## src/hw/tdpr_pkg.sv

```systemverilog
/*
 Constants, offsets and types shared by the tag digit parallel reader.
 Assumes a 50 MHz system clock and a 32-bit AXI4-Lite register bus.
*/
package tdpr_pkg;
    localparam int DIG_W = 4;
    localparam int BUF_DEPTH = 32;
    localparam int PTR_W = 5;
    localparam int CNT_W = 6;
    localparam int ADDR_W = 8;
    localparam int IRQ_W = 3;
    localparam logic [CNT_W-1:0] NUM_STD = 6'h20;
    localparam logic [CNT_W-1:0] NUM_MINI = 6'h08;
    localparam logic [CNT_W-1:0] THR_STD = 6'h04;
    localparam logic [CNT_W-1:0] THR_MINI = 6'h08;
    localparam logic [PTR_W-1:0] LAST_STD = 5'h1f;
    localparam logic [PTR_W-1:0] LAST_MINI = 5'h07;
    localparam logic [DIG_W-1:0] DIGIT_BLANK = 4'hf;
    // Register byte offsets
    localparam logic [ADDR_W-1:0] CTRL_OFF = 8'h00;
    localparam logic [ADDR_W-1:0] STAT_OFF = 8'h04;
    localparam logic [ADDR_W-1:0] ISTAT_OFF = 8'h08;
    localparam logic [ADDR_W-1:0] IMASK_OFF = 8'h0c;
    localparam logic [ADDR_W-1:0] DIGIT_OFF = 8'h10;
    // Field positions
    localparam int CTRL_MINI_BIT = 0;
    localparam int CTRL_CLR_BIT = 1;
    localparam int STAT_STROBE_BIT = 0;
    localparam int STAT_CAPT_BIT = 1;
    localparam int STAT_ERR_BIT = 2;
    localparam int STAT_PEND_BIT = 3;
    localparam int STAT_PTR_LSB = 8;
    localparam int STAT_CNT_LSB = 16;
    localparam int IRQ_DONE_BIT = 0;
    localparam int IRQ_ERR_BIT = 1;
    localparam int IRQ_ARRIVE_BIT = 2;
    // Reset values and AXI response codes
    localparam logic RST_MINI = 1'b0;
    localparam logic [IRQ_W-1:0] RST_IRQ = 3'h0;
    localparam logic [1:0] RESP_OKAY = 2'b00;
    localparam logic [1:0] RESP_SLVERR = 2'b10;
    typedef enum logic [2:0] {
        TDPR_IDLE = 3'b001,
        TDPR_CAPT = 3'b010,
        TDPR_HOLD = 3'b100
    } tdpr_state_t;
endpackage

```

## src/hw/tdpr_top.sv

```systemverilog
/*
 Tag digit parallel reader: digit buffer, 4-line output, advance input,
 new-data flag and AXI4-Lite control. Assumes a tag front end on MCLK
 that streams digits after CAP_START; pins are asynchronous.
*/
// Decided for this implementation: register access over AXI4-Lite and the register offsets.
// Summary of operation
// (RULE1) After reset and before capture, all four digit lines read high.
// (RULE2) Tag arrival starts a capture into the buffer without any request.
// (RULE3) Buffer holds digits until another tag or reset; tag may leave.
// (RULE4) Miniature mode: reset pulse clears buffer; present tag is recaptured.
// (RULE5) New-data flag rises at 4 digits, or 8 in miniature mode.
// (RULE6) New-data flag stays high until clear or next capture start.
// (RULE7) Controller waits for full capture before reading later digits.
// (RULE8) Broken capture leaves value F in every remaining digit position.
// (RULE9) Digit shown in binary on four lines, weights 1, 2, 4, 8.
// (RULE10) First buffered digit appears at once, no advance needed.
// (RULE11) Each advance moves to next digit; 32 standard, 8 miniature.
// (RULE12) Advance counts on rising edge; new capture resets pointer.
// (RULE13) Advance held high blocks any digit transfer into the buffer.
// (RULE14) Advance falling after early tag arrival triggers the capture.
// (RULE15) Advance held high keeps the new-data flag output low.
// (RULE16) Static-read controller senses tag presence by its own means.
`timescale 1ns/1ps
`default_nettype none
module tdpr_top
    import tdpr_pkg::*;
(
    input wire logic MCLK,
    input wire logic RST_N,
    input wire logic TAG_PRESENT,
    input wire logic ADV_IN,
    input wire logic CLR_PULSE,
    input wire logic DIG_VALID,
    input wire logic [DIG_W-1:0] DIG_DATA,
    input wire logic DIG_FAIL,
    output logic CAP_START,
    output logic [DIG_W-1:0] DATA_OUT,
    output logic STROBE,
    output logic IRQ,
    input wire logic [ADDR_W-1:0] S_AXI_AWADDR,
    input wire logic S_AXI_AWVALID,
    output logic S_AXI_AWREADY,
    input wire logic [31:0] S_AXI_WDATA,
    input wire logic [3:0] S_AXI_WSTRB,
    input wire logic S_AXI_WVALID,
    output logic S_AXI_WREADY,
    output logic [1:0] S_AXI_BRESP,
    output logic S_AXI_BVALID,
    input wire logic S_AXI_BREADY,
    input wire logic [ADDR_W-1:0] S_AXI_ARADDR,
    input wire logic S_AXI_ARVALID,
    output logic S_AXI_ARREADY,
    output logic [31:0] S_AXI_RDATA,
    output logic [1:0] S_AXI_RRESP,
    output logic S_AXI_RVALID,
    input wire logic S_AXI_RREADY
);
    logic prs;
    logic skp;
    logic clp;
    tdpr_sync u_sync_prs (.clk(MCLK), .rst_n(RST_N), .d(TAG_PRESENT), .q(prs));
    tdpr_sync u_sync_skp (.clk(MCLK), .rst_n(RST_N), .d(ADV_IN), .q(skp));
    tdpr_sync u_sync_clp (.clk(MCLK), .rst_n(RST_N), .d(CLR_PULSE), .q(clp));

    tdpr_state_t state_reg, state_next;
    logic [DIG_W-1:0] buf_reg [BUF_DEPTH];
    logic [DIG_W-1:0] buf_next [BUF_DEPTH];
    logic [CNT_W-1:0] cnt_reg, cnt_next;
    logic [PTR_W-1:0] ptr_reg, ptr_next;
    logic flag_reg, flag_next;
    logic err_reg, err_next;
    logic pend_reg, pend_next;
    logic prs_prev_reg, skp_prev_reg, clp_prev_reg;
    logic cap_reg, cap_next;
    logic [DIG_W-1:0] dout_reg, dout_next;
    logic strobe_reg, strobe_next;
    logic mini_reg, mini_next;
    logic soft_clr;
    logic clr_req, start_go, dig_take, abort;
    logic [CNT_W-1:0] thr, num;
    logic [PTR_W-1:0] last;
    logic [IRQ_W-1:0] ev;

    always_comb begin
        thr = mini_reg ? THR_MINI : THR_STD;
        num = mini_reg ? NUM_MINI : NUM_STD;
        last = mini_reg ? LAST_MINI : LAST_STD;
        state_next = state_reg;
        buf_next = buf_reg;
        cnt_next = cnt_reg;
        ptr_next = ptr_reg;
        flag_next = flag_reg;
        err_next = err_reg;
        pend_next = pend_reg;
        cap_next = 1'b0;
        ev = '0;
        clr_req = (mini_reg && clp && !clp_prev_reg) || soft_clr; // RULE4
        if (prs && !prs_prev_reg) begin
            pend_next = 1'b1; // RULE2
        end
        if (!prs) begin
            pend_next = 1'b0;
        end
        // Held advance delays the start until its fall
        start_go = !clr_req && pend_reg && prs && !skp
            && (state_reg != TDPR_CAPT); // RULE2 RULE13 RULE14
        dig_take = (state_reg == TDPR_CAPT) && DIG_VALID && !skp; // RULE13
        abort = (state_reg == TDPR_CAPT) && (!prs || DIG_FAIL);
        if (skp && !skp_prev_reg && ptr_reg < last) begin
            ptr_next = ptr_reg + 5'h01; // RULE11 RULE12
        end
        case (state_reg)
            TDPR_IDLE, TDPR_HOLD: begin
                if (start_go) begin
                    // Blank fill makes any unread position read as F
                    for (int i = 0; i < BUF_DEPTH; i++) begin
                        buf_next[i] = DIGIT_BLANK; // RULE8
                    end
                    cnt_next = '0;
                    ptr_next = '0; // RULE10 RULE12
                    flag_next = 1'b0; // RULE6
                    err_next = 1'b0;
                    pend_next = 1'b0;
                    cap_next = 1'b1;
                    ev[IRQ_ARRIVE_BIT] = 1'b1;
                    state_next = TDPR_CAPT;
                end
            end
            TDPR_CAPT: begin
                if (dig_take) begin
                    buf_next[cnt_reg[PTR_W-1:0]] = DIG_DATA; // RULE2
                    cnt_next = cnt_reg + 6'h01;
                    if (cnt_next == thr) begin
                        flag_next = 1'b1; // RULE5
                    end
                    if (cnt_next >= num) begin
                        ev[IRQ_DONE_BIT] = 1'b1;
                        state_next = TDPR_HOLD; // RULE3
                    end
                end
                if (abort && state_next == TDPR_CAPT) begin
                    // Flag raised so the controller still sees the F digits
                    err_next = 1'b1; // RULE8
                    flag_next = 1'b1;
                    ev[IRQ_ERR_BIT] = 1'b1;
                    state_next = TDPR_HOLD;
                end
            end
            default: begin
                state_next = TDPR_IDLE;
            end
        endcase
        if (clr_req) begin
            for (int i = 0; i < BUF_DEPTH; i++) begin
                buf_next[i] = DIGIT_BLANK; // RULE4
            end
            cnt_next = '0;
            ptr_next = '0;
            flag_next = 1'b0;
            err_next = 1'b0;
            pend_next = prs; // RULE4
            state_next = TDPR_IDLE;
        end
        dout_next = buf_next[ptr_next]; // RULE9 RULE10
        strobe_next = flag_next && !skp; // RULE15
    end

    always_ff @(posedge MCLK or negedge RST_N) begin
        if (!RST_N) begin
            state_reg <= TDPR_IDLE;
            for (int i = 0; i < BUF_DEPTH; i++) begin
                buf_reg[i] <= DIGIT_BLANK;
            end
            cnt_reg <= '0;
            ptr_reg <= '0;
            flag_reg <= 1'b0;
            err_reg <= 1'b0;
            pend_reg <= 1'b0;
            prs_prev_reg <= 1'b0;
            skp_prev_reg <= 1'b0;
            clp_prev_reg <= 1'b0;
            cap_reg <= 1'b0;
            dout_reg <= DIGIT_BLANK; // RULE1
            strobe_reg <= 1'b0;
        end else begin
            state_reg <= state_next;
            buf_reg <= buf_next;
            cnt_reg <= cnt_next;
            ptr_reg <= ptr_next;
            flag_reg <= flag_next;
            err_reg <= err_next;
            pend_reg <= pend_next;
            prs_prev_reg <= prs;
            skp_prev_reg <= skp;
            clp_prev_reg <= clp;
            cap_reg <= cap_next;
            dout_reg <= dout_next;
            strobe_reg <= strobe_next;
        end
    end

    // AXI4-Lite slave, one write and one read in flight
    logic aw_have_reg, aw_have_next, w_have_reg, w_have_next;
    logic [ADDR_W-1:0] aw_addr_reg, aw_addr_next;
    logic [31:0] w_data_reg, w_data_next;
    logic [3:0] w_strb_reg, w_strb_next;
    logic awready_reg, awready_next, wready_reg, wready_next;
    logic bvalid_reg, bvalid_next, arready_reg, arready_next;
    logic rvalid_reg, rvalid_next;
    logic [1:0] bresp_reg, bresp_next, rresp_reg, rresp_next;
    logic [31:0] rdata_reg, rdata_next, stat_word;
    logic [IRQ_W-1:0] istat_reg, istat_next, imask_reg, imask_next;
    logic irq_reg, irq_next, clr_reg, clr_next, wen;

    always_comb begin
        aw_have_next = aw_have_reg;
        aw_addr_next = aw_addr_reg;
        w_have_next = w_have_reg;
        w_data_next = w_data_reg;
        w_strb_next = w_strb_reg;
        bvalid_next = bvalid_reg;
        bresp_next = bresp_reg;
        rvalid_next = rvalid_reg;
        rresp_next = rresp_reg;
        rdata_next = rdata_reg;
        mini_next = mini_reg;
        imask_next = imask_reg;
        clr_next = 1'b0;
        wen = 1'b0;
        stat_word = '0;
        stat_word[STAT_STROBE_BIT] = flag_reg;
        stat_word[STAT_CAPT_BIT] = (state_reg == TDPR_CAPT);
        stat_word[STAT_ERR_BIT] = err_reg;
        stat_word[STAT_PEND_BIT] = pend_reg;
        stat_word[STAT_PTR_LSB +: PTR_W] = ptr_reg;
        stat_word[STAT_CNT_LSB +: CNT_W] = cnt_reg;
        if (S_AXI_AWVALID && awready_reg) begin
            aw_have_next = 1'b1;
            aw_addr_next = S_AXI_AWADDR;
        end
        if (S_AXI_WVALID && wready_reg) begin
            w_have_next = 1'b1;
            w_data_next = S_AXI_WDATA;
            w_strb_next = S_AXI_WSTRB;
        end
        if (bvalid_reg && S_AXI_BREADY) begin
            bvalid_next = 1'b0;
        end
        if (aw_have_reg && w_have_reg && !bvalid_reg) begin
            aw_have_next = 1'b0;
            w_have_next = 1'b0;
            bvalid_next = 1'b1;
            bresp_next = RESP_OKAY;
            wen = w_strb_reg[0];
            case (aw_addr_reg)
                CTRL_OFF: begin
                    if (wen) begin
                        mini_next = w_data_reg[CTRL_MINI_BIT];
                        clr_next = w_data_reg[CTRL_CLR_BIT];
                    end
                end
                IMASK_OFF: begin
                    if (wen) begin
                        imask_next = w_data_reg[IRQ_W-1:0];
                    end
                end
                ISTAT_OFF, STAT_OFF, DIGIT_OFF: begin
                end
                default: begin
                    bresp_next = RESP_SLVERR;
                    wen = 1'b0;
                end
            endcase
        end
        // Set wins over a same-cycle write-one clear
        istat_next = istat_reg;
        if (wen && aw_addr_reg == ISTAT_OFF) begin
            istat_next = istat_reg & ~w_data_reg[IRQ_W-1:0];
        end
        istat_next = istat_next | ev;
        irq_next = |(istat_next & imask_next);
        if (rvalid_reg && S_AXI_RREADY) begin
            rvalid_next = 1'b0;
        end
        if (S_AXI_ARVALID && arready_reg) begin
            rvalid_next = 1'b1;
            rresp_next = RESP_OKAY;
            case (S_AXI_ARADDR)
                CTRL_OFF: rdata_next = {31'h0, mini_reg};
                STAT_OFF: rdata_next = stat_word;
                ISTAT_OFF: rdata_next = {29'h0, istat_reg};
                IMASK_OFF: rdata_next = {29'h0, imask_reg};
                DIGIT_OFF: rdata_next = {28'h0, dout_reg};
                default: begin
                    rdata_next = '0;
                    rresp_next = RESP_SLVERR;
                end
            endcase
        end
        awready_next = !aw_have_next;
        wready_next = !w_have_next;
        arready_next = !rvalid_next;
    end

    always_ff @(posedge MCLK or negedge RST_N) begin
        if (!RST_N) begin
            aw_have_reg <= 1'b0;
            aw_addr_reg <= '0;
            w_have_reg <= 1'b0;
            w_data_reg <= '0;
            w_strb_reg <= '0;
            awready_reg <= 1'b0;
            wready_reg <= 1'b0;
            bvalid_reg <= 1'b0;
            bresp_reg <= RESP_OKAY;
            arready_reg <= 1'b0;
            rvalid_reg <= 1'b0;
            rresp_reg <= RESP_OKAY;
            rdata_reg <= '0;
            mini_reg <= RST_MINI;
            istat_reg <= RST_IRQ;
            imask_reg <= RST_IRQ;
            irq_reg <= 1'b0;
            clr_reg <= 1'b0;
        end else begin
            aw_have_reg <= aw_have_next;
            aw_addr_reg <= aw_addr_next;
            w_have_reg <= w_have_next;
            w_data_reg <= w_data_next;
            w_strb_reg <= w_strb_next;
            awready_reg <= awready_next;
            wready_reg <= wready_next;
            bvalid_reg <= bvalid_next;
            bresp_reg <= bresp_next;
            arready_reg <= arready_next;
            rvalid_reg <= rvalid_next;
            rresp_reg <= rresp_next;
            rdata_reg <= rdata_next;
            mini_reg <= mini_next;
            istat_reg <= istat_next;
            imask_reg <= imask_next;
            irq_reg <= irq_next;
            clr_reg <= clr_next;
        end
    end

    assign soft_clr = clr_reg;
    assign CAP_START = cap_reg;
    assign DATA_OUT = dout_reg;
    assign STROBE = strobe_reg;
    assign IRQ = irq_reg;
    assign S_AXI_AWREADY = awready_reg;
    assign S_AXI_WREADY = wready_reg;
    assign S_AXI_BVALID = bvalid_reg;
    assign S_AXI_BRESP = bresp_reg;
    assign S_AXI_ARREADY = arready_reg;
    assign S_AXI_RVALID = rvalid_reg;
    assign S_AXI_RRESP = rresp_reg;
    assign S_AXI_RDATA = rdata_reg;
endmodule
`default_nettype wire

```

## src/hw/tdpr_sync.sv

```systemverilog
/*
 Three-stage input synchroniser with agreement filter.
 Assumes an asynchronous pin input and the block's single clock.
*/
`timescale 1ns/1ps
`default_nettype none
module tdpr_sync (
    input wire logic clk,
    input wire logic rst_n,
    input wire logic d,
    output logic q
);
    logic s1_reg;
    logic s2_reg;
    logic s3_reg;
    logic q_reg;
    logic q_next;

    always_comb begin
        // Change counts only once stages two and three agree
        q_next = (s2_reg == s3_reg) ? s3_reg : q_reg;
    end

    always_ff @(posedge clk or negedge rst_n) begin
        if (!rst_n) begin
            s1_reg <= 1'b0;
            s2_reg <= 1'b0;
            s3_reg <= 1'b0;
            q_reg <= 1'b0;
        end else begin
            s1_reg <= d;
            s2_reg <= s1_reg;
            s3_reg <= s2_reg;
            q_reg <= q_next;
        end
    end

    assign q = q_reg;
endmodule
`default_nettype wire

```

## config.mk

```make
export PLATFORM = sky130hd
export DESIGN_NAME = tdpr_top
export DESIGN_NICKNAME = d
export VERILOG_FILES = /design/src/hw/tdpr_pkg.sv /design/src/hw/tdpr_top.sv /design/src/hw/tdpr_sync.sv
export SDC_FILE = /design/constraint.sdc
export NUM_CORES = 1
export LEC_CHECK = 0
export BUFFER_PORTS_ARGS = -buffer_cell sky130_fd_sc_hd__clkbuf_2
export CAP_MARGIN = 15
export CORE_ASPECT_RATIO = 1.1
export CORE_UTILIZATION = 39
export CTS_CLUSTER_SIZE = 30
export DETAILED_ROUTE_END_ITERATION = 16
export GPL_ROUTABILITY_DRIVEN = 0
export PLACE_DENSITY_LB_ADDON = 0.2
export SYNTH_ARGS = -nofsm -noshare
export SYNTH_HDL_FRONTEND = slang
export SYNTH_SLANG_ARGS = --single-unit
```

## constraint.sdc

```tcl
create_clock -name MCLK -period 2.9 [get_ports MCLK]
set_clock_uncertainty 0.2 [all_clocks]
set_input_delay 0.145 -clock MCLK [delete_from_list [all_inputs] [get_ports MCLK]]
set_output_delay 0.145 -clock MCLK [all_outputs]
set_load 0.05 [all_outputs]
```

# [After elaboration in Yosys (flattened, before gate mapping)]
# Cells that the tools add are included.
[op_classes] n_reduce_logical=46 n_addsub=2 div=0 mul=0 n_bitwise=6 eq_ne=20 n_lt_le_gt_ge=5 shift=0 n_mux=69
[ops] op="2-to-1 mux 128 bit" count=3
[ops] op="one-hot mux 128 bit (2 select lines)" count=1
[ops] op="bitwise mux 128 bit" count=1
[ops] op="one-hot mux 22 bit (5 select lines)" count=1
[ops] op="== test 8 x 4 -> 1 bit, second input constant" count=4
[ops] op="2-to-1 mux 1 bit" count=31
[ops] op="2-to-1 mux 3 bit" count=10
[ops] op="2-to-1 mux 5 bit" count=5
[ops] op="2-to-1 mux 6 bit" count=4
[ops] op="logical AND 1 bit" count=23
[ops] op="binary-select mux 4 bit (select 5 bit)" count=1
[ops] op="demux 4 bit (select 5 bit)" count=1
[ops] op="== test 8 x 3 -> 1 bit, second input constant" count=2
[ops] op="== test 8 x 5 -> 1 bit, second input constant" count=2
[ops] op="logical NOT 8 bit" count=2
[ops] op="2-to-1 mux 4 bit" count=4
[ops] op=">= comparator 6 bit, second input constant" count=2
[ops] op="inverter 5 -> 6 bit" count=2
[ops] op="one-hot mux 6 bit (2 select lines)" count=1
[ops] op="logical NOT 1 bit" count=10
[ops] op="OR reduction 5 bit" count=2
[ops] op="AND reduction 3 bit" count=3
[ops] op="adder 6 x 1 -> 6 bit, second input constant" count=1
[ops] op="bitwise AND 3 bit" count=2
[ops] op="other kinds (21)" count=30
[word_totals] romBits=0 latch_bits=0 register_bits=230 n_memories=0 mem_bits_rw=0 inputBits=68

# [Logic depth before layout (Yosys ltp)]
[logic_depth] ltp_word=15 mapped_depth=13 mapped_depth_nobuf=10

# [Hierarchy]
# Synthesis repeated with hierarchy kept, for this count alone.
[hier_totals] cells_unflattened=1019 hier_area_um2=10680.2
[by_module_without_submodules] module="tdpr_top" area_each_um2=10346.2 seq_area_each_um2=5146.2 n_inst=1 cells_each=1004
[by_module_without_submodules] module="tdpr_sync" area_each_um2=111.4 seq_area_each_um2=100.1 n_inst=3 cells_each=5

# [Worst setup path after synthesis]
# No wires, ideal clock.
[synth_path] kind="register to register" startpoint="register mini_reg" endpoint="register dout_reg[3], in the netlist DATA_OUT[3]" t_arrival_ps=2611 required_time_ps=2632 slack_ps=21 path_stages_with_launch=11 setup_ps=68 path_cell_list="dfrtp_1 -> ha_1 -> nand2_1 -> and4_1 -> buf_2 -> nor2_2 -> buf_2 -> mux2i_1 -> a211oi_1 -> o311ai_0 -> a2bb2oi_2"
[synth_between] elab_chain_len=15
[synth_rtl] item="start, declared" line="tdpr_top.sv:78" text="logic mini_reg, mini_next;"
[synth_rtl] item="start signal, assigned" line="tdpr_top.sv:340" text="mini_reg <= mini_next;"
[synth_rtl] item="parallel branches: the longest is 12 deep, another holds < comparator 5 bit"
[synth_rtl] item="binary-select mux 4 bit (select 5 bit) (*)" line="tdpr_top.sv:165" text="dout_next = buf_next[ptr_next];"
[synth_rtl] item="2-to-1 mux 4 bit (not written as such) (*) (2 in a row)" line="tdpr_top.sv:165"
[synth_rtl] item="via dout_next[3]" line="tdpr_top.sv:76" text="logic [DIG_W-1:0] dout_reg, dout_next;"
[synth_rtl] item="end signal, assigned" line="tdpr_top.sv:198" text="dout_reg <= dout_next;"
[synth_rtl] item="end, declared" line="tdpr_top.sv:76"
# Mark *: on every way through the listed nets, which the timed path passes. The select of a mux whose other input is x is not followed.
# A chain may end at the register's enable or synchronous reset.

# [Final worst setup path]
[layout_path] startpoint="register u_sync_skp.q_reg, in the netlist u_sync_skp.q" endpoint="register dout_reg[1], in the netlist DATA_OUT[1]"
[layout_between] elab_chain_len=10
[layout_rtl] item="start, declared" line="tdpr_sync.sv:16" text="logic q_reg;"
[layout_rtl] item="start signal, assigned" line="tdpr_sync.sv:34" text="q_reg <= q_next;"
[layout_rtl] item="logical AND 1 bit or logical NOT 1 bit (tied branches)" line="tdpr_top.sv:110, tdpr_top.sv:106, tdpr_top.sv:108"
[layout_rtl] item="logical AND 1 bit, on equally long branches" line="tdpr_top.sv:110, tdpr_top.sv:106"
[layout_rtl] item="2-to-1 mux 5 bit or logical AND 1 bit (tied branches)" line="tdpr_top.sv:110, tdpr_top.sv:107"
[layout_rtl] item="2-to-1 mux 5 bit" line="tdpr_top.sv:115" text="if (start_go) begin"
[layout_rtl] item="2-to-1 mux 5 bit" line="tdpr_top.sv:113" text="case (state_reg)"
[layout_rtl] item="2-to-1 mux 5 bit" line="tdpr_top.sv:154" text="if (clr_req) begin"
[layout_rtl] item="inverter 5 -> 6 bit (not written as such)" line="tdpr_top.sv:165"
[layout_rtl] item="binary-select mux 4 bit (select 5 bit) (*)" line="tdpr_top.sv:165"
[layout_rtl] item="2-to-1 mux 4 bit (not written as such) (*) (2 in a row)" line="tdpr_top.sv:165"
[layout_rtl] item="via dout_next[1]" line="tdpr_top.sv:76"
# The timed path passes the listed nets; every way through them passes the cells marked *. The select of a mux whose other input is x is not followed.

==> metrics.md <==
| Metric | Value |
|---|---|
| Run status | finished with violations |
| Failing checks | negative setup slack |
| Total Routing Usage GR | 25.5% |
| Unique masters post-synth | 82 |
| Num CTS Buffers | 25 |
| Grt total ovfl | 0 |
| Number of synthesis warnings | 0 |
| Rows | 64 |
| H-Tree Depth | 1 |
| Lkg Pwr | 6.58 nW |
| Vias | 10270 |
| Most used flip-flop cell after synthesis | dfstp_2 |
| Tmin final | 3.01 ns |
| Switching portion of total power | 35.2% |
| Critical Path Source | u_sync_skp.q$_DFFE_PN0N_ |
| Clock slew at reported path FFs | 0.06 ns |
| Drt wl/cell | 20.5 um |
| Syn Inst Count | 1179 |
| Seq pwr share | 32.5% |
| Vias in the first global route | 10279 |
| P_int | 6.83 mW |
| Worst EP arrival | 3.24 ns |
| Post-synth top area cell | dfstp_2 |
| Setup_tns | -0.316 ns |
| Max reg flops | 128 |
| Flop and latch count out of synthesis | 211 |
| Avg Cell Area, Syn | 9.48 sq um |
| Slowest-stage cell, CP | or4b_4 |
| DR iter-0 viols | 964 |
| Endpoints failing hold | 0 |
| Combinational share of power | 36.6% |
| Layout cells sized above 1 | 37.5% |
| Setup crit start kind | flop |
| Area fraction of the dominant cell type after synthesis | 31.3% |
| IO Port Bufs | 64 |
| CTS tree | yes |
| Min setup slack post-route | -0.108 ns |
| PD cells | 706 nW/um^2 |
| Hpwl dp | 25700 um |
| Initial core utilization | 39.9% |
| Crit-path max cell delay | 0.57 ns |
| R2r startpoint | u_sync_skp.q$_DFFE_PN0N_ |
| Relative max-transition margin | 57.9% |
| Clk Latency, worst-skew pair | 0.52 ns |
| Final worst path period share | 104% |
| Max FO, Critical Path | 7 |
| Sw Pwr | 3.71 mW |
| Max Root-Sink Buffers | 3 |
| Pin count of the biggest net entering global routing | 74 |
| Die H | 180 um |
| ANT nets after route | 0 |
| Root buffer cell | clkbuf_16 |
| Clock power frac | 30.9% |
| Vias per cell | 5.65 |
| Worst Hold Class | in2async |
| DRT Pass-1 Iters | 5 |
| Initial antenna violation count | 0 |
| Area after DPL | 13200 sq um |
| Critical Path RT | 3.13 ns |
| Most used cell, CP | buf_4 |
| Register area share after synthesis | 48.7% |
| Max Clk Rate | 0.332 GHz |
| Async SR Flop Fraction | 100% |
| Crit. End Element | flop |
| Largest cells by area after synthesis | dfstp_2 (31%), dfrtp_1 (17%), nand2_1 (5.7%) |
| Nets | 1516 |
| Die ar. | 29300 sq um |
| Pins Over Slew Limit | 0 |
| Final setup violation count | 4 |
| Finished Core Util | 53.3% |
| WS Path Type | reg2reg |
| DIE WIDTH | 163 um |
| Core area | 28000 sq um |
| # DRC | 0 |
| Total Routed Length | 37300 um |
| Clock sinks | 211 |
| Post-Syn Area | 11200 sq um |
| Maxcap violations | 0 |
| Layout fillers | 2545 |
| # diodes | 0 |
| Area growth syn-to-layout | 33.6% |
| Worst-Margin Slew | 0.631 ns |
| Family with the most delay on the worst path | simple AND/OR/NAND/NOR gates |
| CP Buf/Inv Count | 3 |
| I/O pin count | 116 |
| VDD IR max | 511 uV |
| RSZ-0062 raised after global routing | true |
| Number of synthesized flops with an enable pin | 0 |
| First-pass GRT wire length | 58700 um |
| Post-route cell area | 14900 sq um |
| Cells along the critical path | or4b_4, buf_12, buf_4, nor2_2, buf_4, nand2_1, and3_1, a2111o_1, nor4b_1, a21oi_1, nand4_1 |
## worst paths after layout
kind | end | depth (start not counted) | slack (ns)
min | prs_prev_reg$_DFF_PN0_ | 2 | 0.004
max reg2reg | DATA_OUT[1]$_DFF_PN1_ | 11 | -0.11
max | DATA_OUT[1]$_DFF_PN1_ | 11 | -0.11
min in group MCLK | u_sync_skp.s1_reg$_DFF_PN0_ | 2 | 0.06
max in group asynchronous | buf_reg[107]$_DFF_PN1_ | 3 | 1.58
min reg2reg | u_sync_clp.s2_reg$_DFF_PN0_ | 0 | 0.15
## cells in the final DEF, fill, tap and decap left out, types with 21 or more instances in the layout
master and instances:
dlygate4sd3_1 41, nor2_1 92, a21oi_1 35, mux2_2 22, nand3_1 39, clkbuf_2 63, o21ai_0 83, nand2_1 167
dfrtp_1 77, nor3_1 21, mux2i_1 29, buf_4 188, o211ai_1 81, dfstp_2 133, clkbuf_16 27
## kinds of logic (layout without fill, tap and decap cells)
family	count (synthesis)	count (layout)	synth area share (%)
muxes	53	53	5.00
other	1	19	0.0335
DFF	211	211	48.7
buffers and inverters	122	381	5.22
AOI/OAI and AO/OA	335	335	20.5
and+or+nand+nor	439	439	18.7
xor gates and xnor gates	6	6	0.470
adders and majority gates	12	12	1.28
## Yosys cell counts (all sizes together) (6+ instances only)
library cell and instances:
inv 18, mux2 23, nand4 10, buf 48, or3b 6, nor3b 6, dfrtp 78, a22o 11
or3 6, nor2 100, a2111oi 9, dfstp 133, nand2 172, nor4 8, o21ai 90, and3 8
or2 6, o211ai 81, a31oi 12, nand3 39, ha 9, nor2b 6, mux2i 30, and2 15
a21oi 37, o22ai 8, nor3 35, a211oi 20, clkbuf 56
## per-layer routing
layer | global-route usage [%] | part of all wire [%]
met1 | 34.3 | 43
met2 | 40.9 | 47
met3 | 4.01 | 6.2
met4 | 10.1 | 3.9
met5 | 0 | 0
## repair_timing
| item | in CTS | in global routing |
|---|---|---|
| setup endpoints to repair | 4 | 4 |
| hold buffers | 41 | 0 |
| endpoints found under the hold margin | 200 | 0 |
| gates cloned | 1 | 0 |
| gates resized for setup | 47 | 32 |
| pin swaps | 20 | 19 |
| buffers inserted | 6 | 10 |
## power groups by stage
stage               registers [mW]  logic (mW)  clock network [mW]
floorplan                     3.62        1.77                   0
global placement              3.45        3.40                   0
detailed placement            3.46        3.40                   0
CTS                           3.42        3.70                3.33
global route                  3.45        4.09                3.45
finish                        3.42        3.86                3.26
## metrics by stage
step | cells | hold WS (ns) | total power [mW] | setup slack (ns)
floorplan | 1197 | -0.351 | 5.39 | 0.0213
global placement | 1717 | -0.00517 | 6.84 | -0.363
detailed placement | 1717 | 0.00345 | 6.86 | -0.322
CTS | 1809 | 0.0210 | 10.4 | -0.0634
global route | 1819 | 0.0408 | 11.0 | -0.200
finish | 1819 | 0.00447 | 10.5 | -0.108
## cell type report
cell class	count	area, sq um	area share [%]
inverter	18	72.6	0.486
clock buffer	37	763	5.11
multi-input combinational	864	5510	36.9
tap	363	454	3.04
timing repair buffer	319	2590	17.3
sequential	211	5450	36.5
clock inverter	7	93.8	0.628
## worst register-to-register path: cells and delay by family, from the launching register on
family / cells / cell delay (ns)
and+or+nand+nor: 6 / 1.28
buffers and inverters: 3 / 0.50
AOI/OAI and AO/OA: 2 / 0.54
DFF: 1 / 0.42
Power figures use the tool's default switching activity.
